### config.mk
export PLATFORM = sky130hd
export DESIGN_NAME = ccp_compare_unit
export DESIGN_NICKNAME = d
export VERILOG_FILES = /design/src/rtl/ccp_compare_pkg.sv /design/src/rtl/ccp_compare_if.sv /design/src/rtl/ccp_compare_match.sv /design/src/rtl/ccp_compare_unit.sv
export SDC_FILE = /design/constraint.sdc
export NUM_CORES = 1
export LEC_CHECK = 0
export CORE_ASPECT_RATIO = 1.5
export CORE_MARGIN = 2
export CORE_UTILIZATION = 24
export CTS_CLUSTER_SIZE = 20
export DETAILED_ROUTE_END_ITERATION = 16
export DONT_BUFFER_PORTS = 1
export HOLD_SLACK_MARGIN = 0.12
export PLACE_DENSITY = 0.44
export SETUP_SLACK_MARGIN = 0.3
export SLEW_MARGIN = 15
export SYNTH_ARGS = -nofsm -noshare
export SYNTH_HDL_FRONTEND = slang
export SYNTH_SLANG_ARGS = --single-unit
### constraint.sdc
create_clock -name clk_i -period 1.7 [get_ports clk_i]
set_input_delay 0.34 -clock clk_i [delete_from_list [all_inputs] [get_ports clk_i]]
set_output_delay 0.34 -clock clk_i [all_outputs]
set_load 0.01 [all_outputs]
### src/rtl/ccp_compare_pkg.sv
// constants and types shared by the compare unit
package ccp_compare_pkg;
   localparam int DATA_W = 8;
   localparam int ADDR_W = 4;
   localparam int TMR_W = 16;
   // register indices on the plain port
   localparam logic [3:0] ADDR_CONTROL = 4'h0;
   localparam logic [3:0] ADDR_VALUE_LOW = 4'h1;
   localparam logic [3:0] ADDR_VALUE_HIGH = 4'h2;
   localparam logic [3:0] ADDR_STATUS = 4'h3;
   localparam logic [3:0] ADDR_MASK = 4'h4;
   localparam logic [3:0] ADDR_TIMER_LOW = 4'h5;
   localparam logic [3:0] ADDR_TIMER_HIGH = 4'h6;
   // control register fields
   localparam int CTL_EN_BIT = 7;
   localparam int CTL_TRIG_SEL_BIT = 6;
   localparam int CTL_MODE_LSB = 0;
   localparam int CTL_MODE_W = 2;
   localparam logic [7:0] CONTROL_RESET = 8'h00;
   // status and mask bits
   localparam int ST_MATCH_BIT = 0;
   localparam int ST_TRIG_BIT = 1;
   localparam int ST_W = 2;
   localparam logic [7:0] ZERO_BYTE = 8'h00;
   localparam logic [15:0] ZERO_WORD = 16'h0000;
   localparam logic [15:0] ONE_WORD = 16'h0001;
   // output action taken at a match
   typedef enum logic [1:0] {
      MODE_TOGGLE,
      MODE_SET,
      MODE_CLEAR,
      MODE_PULSE
   } out_mode_t;
   typedef enum {
      RST_IDLE,
      RST_PENDING
   } reset_state_t;
endpackage

### src/rtl/ccp_compare_if.sv
// signals between the register side and the match engine, in both directions
`timescale 1ns/1ps
interface ccp_compare_if;
   logic enable;
   logic [15:0] compare_value;
   logic [15:0] timer_value;
   logic timer_tick;
   logic match;
   modport regs (output enable, output compare_value, input timer_value,
      input timer_tick, input match);
   modport engine (input enable, input compare_value, output timer_value,
      input timer_tick, output match);
endinterface

### src/rtl/ccp_compare_match.sv
// base timer counter and equality detector
`timescale 1ns/1ps
module ccp_compare_match
   import ccp_compare_pkg::*;
(
   input wire logic clk_i,
   input wire logic rst_i,
   input wire logic timer_clear_i,
   ccp_compare_if.engine bus
);
   logic [15:0] count;

   always_ff @(posedge clk_i) begin
      if (rst_i || timer_clear_i) begin
         count <= ZERO_WORD;
      end else if (bus.timer_tick) begin
         count <= count + ONE_WORD;
      end
   end

   // equality seen on each tick, while the unit is enabled
   assign bus.match = bus.enable && bus.timer_tick &&
      (count == bus.compare_value);
   assign bus.timer_value = count;
endmodule

### src/rtl/ccp_compare_unit.sv
// compare unit: registers, output latch, trigger and timer reset
//
// Design decisions made here: strobed register access and the address map.
`timescale 1ns/1ps
module ccp_compare_unit
   import ccp_compare_pkg::*;
(
   input wire logic clk_i,
   input wire logic rst_i,
   input wire logic [ccp_compare_pkg::ADDR_W-1:0] addr_i,
   input wire logic [ccp_compare_pkg::DATA_W-1:0] wdata_i,
   input wire logic wr_i,
   input wire logic rd_i,
   output logic [ccp_compare_pkg::DATA_W-1:0] rdata_o,
   input wire logic timer_tick_i,
   input wire logic ext_clk_i,
   input wire logic ext_clk_sel_i,
   input wire logic sleep_i,
   output logic compare_out_o,
   output logic compare_pin_o,
   output logic conv_trigger_o,
   output logic wake_o,
   output logic irq_o
);
   import ccp_compare_pkg::*;

   ccp_compare_if link ();

   logic [7:0] compare_control_reg;
   logic [7:0] compare_value_low;
   logic [7:0] compare_value_high;
   logic [ST_W-1:0] status;
   logic [ST_W-1:0] mask;
   logic compare_event_flag;
   logic out_latch;
   logic ext_sync1;
   logic ext_sync2;
   logic ext_prev;
   logic ext_tick;
   logic trig_pend;
   logic [15:0] match_value;
   logic timer_clear;
   reset_state_t rst_state;
   out_mode_t mode;
   logic ctl_wr;
   logic status_rd;

   assign ctl_wr = wr_i && (addr_i == ADDR_CONTROL);
   assign status_rd = rd_i && (addr_i == ADDR_STATUS);
   assign mode = out_mode_t'(compare_control_reg[CTL_MODE_LSB +: CTL_MODE_W]);

   // external timer clock synchroniser
   always_ff @(posedge clk_i) begin
      if (rst_i) begin
         ext_sync1 <= 1'b0;
         ext_sync2 <= 1'b0;
         ext_prev <= 1'b0;
      end else begin
         ext_sync1 <= ext_clk_i;
         ext_sync2 <= ext_sync1;
         ext_prev <= ext_sync2;
      end
   end

   // timer advances synchronously from either tick source
   assign ext_tick = ext_sync2 && !ext_prev;
   assign link.timer_tick = ext_clk_sel_i ? ext_tick : timer_tick_i;
   assign link.enable = compare_control_reg[CTL_EN_BIT];
   assign link.compare_value = {compare_value_high, compare_value_low};

   ccp_compare_match engine (
      .clk_i(clk_i),
      .rst_i(rst_i),
      .timer_clear_i(timer_clear),
      .bus(link.engine)
   );

   // register writes
   always_ff @(posedge clk_i) begin
      if (rst_i) begin
         compare_control_reg <= CONTROL_RESET;
         compare_value_low <= ZERO_BYTE;
         compare_value_high <= ZERO_BYTE;
         mask <= '0;
      end else if (wr_i) begin
         case (addr_i)
            ADDR_CONTROL: compare_control_reg <= wdata_i;
            ADDR_VALUE_LOW: compare_value_low <= wdata_i;
            ADDR_VALUE_HIGH: compare_value_high <= wdata_i;
            ADDR_MASK: mask <= wdata_i[ST_W-1:0];
            default: ;
         endcase
      end
   end

   // output latch
   always_ff @(posedge clk_i) begin
      if (rst_i) begin
         out_latch <= 1'b0;
      end else if (ctl_wr && (wdata_i == CONTROL_RESET)) begin
         out_latch <= 1'b0;
      end else if (link.match) begin
         case (mode)
            MODE_TOGGLE: out_latch <= !out_latch;
            MODE_SET: out_latch <= 1'b1;
            MODE_CLEAR: out_latch <= 1'b0;
            MODE_PULSE: out_latch <= 1'b1;
            default: out_latch <= out_latch;
         endcase
      end else if (mode == MODE_PULSE) begin
         out_latch <= 1'b0;
      end
   end

   // event flag follows any match until read
   assign compare_event_flag = status[ST_MATCH_BIT];

   // sticky status, set wins over read clear
   always_ff @(posedge clk_i) begin
      if (rst_i) begin
         status <= '0;
      end else begin
         status[ST_MATCH_BIT] <= link.match ||
            (status[ST_MATCH_BIT] && !status_rd);
         status[ST_TRIG_BIT] <= (link.match && compare_control_reg[CTL_TRIG_SEL_BIT]) ||
            (status[ST_TRIG_BIT] && !status_rd);
      end
   end

   // trigger pulse on the match, timer reset at the following edge
   always_ff @(posedge clk_i) begin
      if (rst_i) begin
         conv_trigger_o <= 1'b0;
      end else begin
         conv_trigger_o <= link.match && compare_control_reg[CTL_TRIG_SEL_BIT];
      end
   end

   always_ff @(posedge clk_i) begin
      if (rst_i) begin
         rst_state <= RST_IDLE;
         trig_pend <= 1'b0;
         match_value <= ZERO_WORD;
      end else begin
         case (rst_state)
            RST_IDLE: begin
               if (link.match && compare_control_reg[CTL_TRIG_SEL_BIT]) begin
                  rst_state <= RST_PENDING;
                  trig_pend <= 1'b1;
                  match_value <= link.compare_value;
               end
            end
            RST_PENDING: begin
               rst_state <= RST_IDLE;
               trig_pend <= 1'b0;
            end
            default: begin
               rst_state <= RST_IDLE;
               trig_pend <= 1'b0;
            end
         endcase
      end
   end

   // timer already stepped past the match; reset only if the pair is unchanged
   assign timer_clear = trig_pend &&
      (match_value == link.compare_value);

   // read port
   always_ff @(posedge clk_i) begin
      if (rst_i) begin
         rdata_o <= ZERO_BYTE;
      end else if (rd_i) begin
         case (addr_i)
            ADDR_CONTROL: rdata_o <= compare_control_reg;
            ADDR_VALUE_LOW: rdata_o <= compare_value_low;
            ADDR_VALUE_HIGH: rdata_o <= compare_value_high;
            ADDR_STATUS: rdata_o <= {{(DATA_W-ST_W){1'b0}}, status};
            ADDR_MASK: rdata_o <= {{(DATA_W-ST_W){1'b0}}, mask};
            ADDR_TIMER_LOW: rdata_o <= link.timer_value[7:0];
            ADDR_TIMER_HIGH: rdata_o <= link.timer_value[15:8];
            default: rdata_o <= ZERO_BYTE;
         endcase
      end else begin
         rdata_o <= ZERO_BYTE;
      end
   end

   assign compare_out_o = out_latch;
   assign compare_pin_o = out_latch;
   assign irq_o = |(status & mask);
   // wake needs sleep, the held event flag and its mask bit; no running timer is needed
   assign wake_o = sleep_i && compare_event_flag && mask[ST_MATCH_BIT];
endmodule

# Yosys cells after proc, flatten, opt, wreduce, memory -nomap -nowiden
# Cells that the tools add are included.
# totals
register_bits	74
in_bits	20
out_inout_bits	13
# op_classes
addsub	1
n_eq_ne	11
muxes	5
bitwise	3
reduce_logical	33
# ops
operator	n
8-bit case mux with 7 select lines	1
16-bit == test	2
32-bit zero test	1
16-bit by 1-bit adder with 16-bit output, second input constant	1
4-bit by 3-bit == test with 1-bit output, second input constant	3
1-bit logical AND	12
2-bit AND reduction	5
2-bit OR reduction	5
4-bit by 2-bit == test with 1-bit output, second input constant	2
8-bit zero test	1
2-bit == test, second input constant	2
4-bit by 1-bit == test with 1-bit output, second input constant	1
4-bit zero test	1
1-bit zero test	3
1-bit logical OR	3
1-bit 2-to-1 mux	3
1-bit case mux with 3 select lines	1
2-bit AND	1
2-bit by 1-bit == test with 1-bit output, second input constant	1
2-bit zero test	1
1-bit inverter	2
2-bit nonzero test	1

# Depth between registers and ports, before layout
# logic_depth
word_depth	7
mapped_depth	8
ltp_nobuf	5

# Cells and area by module
# From an unflattened synthesis, not the netlist that was laid out.
# unflattened
cells_unflattened	415
hier_area_um2	3542.1
# modules_own_cells
module	instances	cells_each	area_per_inst_um2
ccp_compare_unit	1	306	2586.2
ccp_compare_match	1	109	955.9

# Least setup slack after synthesis
# OpenSTA, ideal clock, no wires.
# synth_timing
path_type	input to register
from	input port ext_clk_sel_i
to	register match_value[10]
setup_ns	0.132
arrival_time_ns	1.526
slack_ns	0.041
cell_stages	7
path_cell_list	and2b_1 > nor2_2 > or3_1 > clkbuf_1 > clkbuf_2 > o21ai_0 > a21oi_1
# synth_between
elab_chain_cells	5
# synth_lines
item	line_no	source
from (decl)	ccp_compare_unit.sv:17	input wire logic ext_clk_sel_i,
1-bit 2-to-1 mux	ccp_compare_unit.sv:67	assign link.timer_tick = ext_clk_sel_i ? ext_tick : timer_tick_i;
1-bit logical AND (2 in series)	ccp_compare_match.sv:22	assign bus.match = bus.enable && bus.timer_tick &&
1-bit logical AND	ccp_compare_unit.sv:147	if (link.match && compare_control_reg[CTL_TRIG_SEL_BIT]) begin
2-bit AND reduction (no line)	n/a	
to (signal assigned)	ccp_compare_unit.sv:150	match_value <= link.compare_value;
to (decl)	ccp_compare_unit.sv:41	logic [15:0] match_value;
# No other way between the ends.
# A chain may end at the register's enable or synchronous reset.

# Worst setup path after layout
# layout_timing
from	register engine.count[15], in the netlist engine.bus.timer_value[15]
to	register match_value[9]
# layout_between
elab_chain_cells	4
# layout_lines
item	line_no	source
from (decl)	ccp_compare_match.sv:11	logic [15:0] count;
from (signal assigned)	ccp_compare_match.sv:17	count <= count + ONE_WORD;
16-bit == test	ccp_compare_match.sv:23	(count == bus.compare_value);
1-bit logical AND	ccp_compare_match.sv:22	
1-bit logical AND	ccp_compare_unit.sv:147	
2-bit AND reduction (no line)	n/a	
# No other way between the ends.

==> impl_metrics.tcl <==
set metrics [dict create \
    status "complete, but fails checks" \
    violations "setup timing" \
    skew_ps 11.0 \
    num_vias 3254 \
    async_reset_ff_frac 0 \
    track_usage 0.158 \
    yosysUniqueCellTypes 48 \
    n_antenna_cell 0 \
    drt-wirelength-per-cell_um 17.9 \
    hold_path.class "in2reg" \
    synth_top_cell_by_area "dfxtp_1" \
    preCtsSetupSlack_ps -106 \
    dieArea_um2 15600 \
    die_h_um 152 \
    insertion_delay_ps 340 \
    synthToLayoutAreaGrowth_pct 43.9 \
    hold_violations 0 \
    start_kind "flip-flop" \
    synth-seq-cells 74 \
    clkTransAtPathRegs_ps 60 \
    period_needed_ps 1720 \
    synth_edf_count 0 \
    synthTopCellsByArea "dfxtp_1, xnor2_1, a21oi_1, nand3_1, xor2_1" \
    grt_pass1_vias 3242 \
    finalCoreUtilization 0.350 \
    powerDensity_nw_per_um2 812 \
    mappedNetlistArea_um2 3510 \
    detail_route.first_pass.iterations 5 \
    layout_setup_ws_ps -24.5 \
    holdPathStages 1 \
    required_ps 1930 \
    gp_congestion 0.871 \
    dp_hpwl_mm 8.41 \
    port_buffers 0 \
    drive_gt1_frac 0.337 \
    synthFlopType "dfxtp_1" \
    crit_start "engine.bus.timer_value[15]" \
    antenna_found_initial 0 \
    routed_wl_mm 11.9 \
    first_iter_violations 218 \
    p_total_mw 4.10 \
    path_class "reg2reg" \
    vias_per_cell 4.92 \
    grt_max_degree 53 \
    synth_top_area_frac 0.423 \
    clock.fmax_mhz 580 \
    relSlewSlack 0.668 \
    r2r-start "engine.bus.timer_value[15]" \
    h-tree-depth 3 \
    syn_avg_cell_area_um2 8.72 \
    rsz0062_at_grt "true" \
    r2r-end "match_value[9]" \
    maxCapViolCount 0 \
    final.period_utilization 1.01 \
    clock-sinks 74 \
    grt-ovfl-total 0 \
    yosysSeqAreaShare 0.423 \
    rows 54 \
    worstRegToRegCells 7 \
    worstPathArrival_ps 1960 \
    clock_path_buffers 2 \
    syn_inst 402 \
    drc 0 \
    final.setup.tns_ps -132 \
    ant_nets 0 \
    slew_violations 0 \
    tightest_slew_ps 494 \
    final_common_cell "dfxtp_1" \
    rrSetupSlack_ps -20 \
    synthesis.nets 423 \
    leakage_nw 1.86 \
    end_kind "flip-flop" \
    setup_viol 11 \
    grt_pass1_wl_mm 18.5 \
    nets 482 \
    cp_max_fo 8 \
    cts_made_buffers 9 \
    vdd_drop_max_v 0.000392 \
    hold_end "match_value[12]" \
    dieWidth_um 103 \
    start_util 0.244 \
    holdCritStartpoint "rst_i" \
    clock-root-buffer "clkbuf_16" \
    cts_tree "done" \
    num_io_pins 33 \
    core_um2 14400 \
    layout_common_cells "dfxtp_1, a21oi_1, buf_4, nand3_1, nand2_1" \
    hold_buffers 13 \
    yosysWarnings 0 \
]
[repair_timing]
item | CTS | global route
setup endpoints to repair | 37 | 43
gates resized for setup | 75 | 36
setup buffers | 4 | 3
gates cloned | 3 | 0
pin swaps | 18 | 20
endpoints found under the hold margin | 49 | 36
[metrics by stage]
stage / instance area, µm² / hold slack (ps) / cells
after global placement: 4070 / 415 / 623
final: 5040 / 67.6 / 662
after CTS: 4870 / 57.7 / 659
after floorplan: 3590 / 414 / 402
after detailed placement: 4070 / 417 / 623
after global routing: 5040 / 63.9 / 662
[layer usage]
| layer | track usage | routed length [µm] | vias to the layer above |
|---|---|---|---|
| met5 | 0 | 0 | - |
| met4 | 0.0952 | 592 | 0 |
| met3 | 0.0308 | 536 | 25 |
| met2 | 0.259 | 6030 | 102 |
| met1 | 0.188 | 4720 | 1577 |
| li1 | - | - | 1550 |
[worst max-delay path, cell delays in order (launching register included)]
cell	delay (ps)
dfxtp_2	330
xor2_1	180
nor4_4	320
buf_4	170
nand4_1	200
buf_6	220
o21ai_2	130
a21oi_2	70
[layout make-up]
type / count / area (µm²)
clock inverter: 5 / 86.3
tap: 196 / 245
clock buffer: 11 / 233
fill: 1479 / 9350
sequential: 74 / 1510
inverter: 4 / 15.0
multi-input combinational: 296 / 2190
timing repair buffer: 76 / 762
[worst max-delay path by stage]
stage / slack, ps / depth (start not counted) / to
after floorplan: 140 / 7 / match_value[10]
after global placement: -80 / 6 / conv_trigger_o
after detailed placement: -110 / 6 / conv_trigger_o
after CTS: -80 / 8 / match_value[14]
after global routing: -100 / 7 / match_value[0]
final: -20 / 7 / match_value[9]
[cell usage after synthesis, types with 2 or more instances]
library cell and count:
dfxtp_1 74, a21oi_1 42, nor2_1 40, nand3_1 39
xnor2_1 28, nand2_1 26, xor2_1 19, o21ai_0 17
mux2i_1 13, clkbuf_1 12, a222oi_1 8, nor3_1 8
a22oi_1 7, buf_2 7, nand4_1 7, inv_1 4
nor2b_1 4, nor4_2 4, buf_6 3, clkbuf_2 3
nand2b_1 3, nor4_1 3, and3_1 2, buf_4 2
nand4b_1 2, nor3b_1 2, or3_1 2
[where the power goes]
| group | leakage, nW | internal [mW] | switching (mW) | total [mW] |
|---|---|---|---|---|
| Sequential | 0.607 | 1.75 | 0.0163 | 1.76 |
| Clock | 0.155 | 1.30 | 0.777 | 2.08 |
| Combinational | 1.10 | 0.125 | 0.130 | 0.255 |
| Total | 1.86 | 3.17 | 0.923 | 4.10 |
[cell families (layout without fill, tap and decap cells)]
logic type | Yosys count | after routing | synth area share
AO/OA/AOI/OAI | 84 | 84 | 0.147
XOR/XNOR | 47 | 47 | 0.117
adder cells (fa/ha/maj) | 1 | 1 | 0.00357
buffers and inverters | 32 | 96 | 0.0510
flip-flops | 74 | 74 | 0.423
multiplexers | 13 | 13 | 0.0371
AND/OR/NAND/NOR | 151 | 151 | 0.221
(Power assumes the default switching activity.)
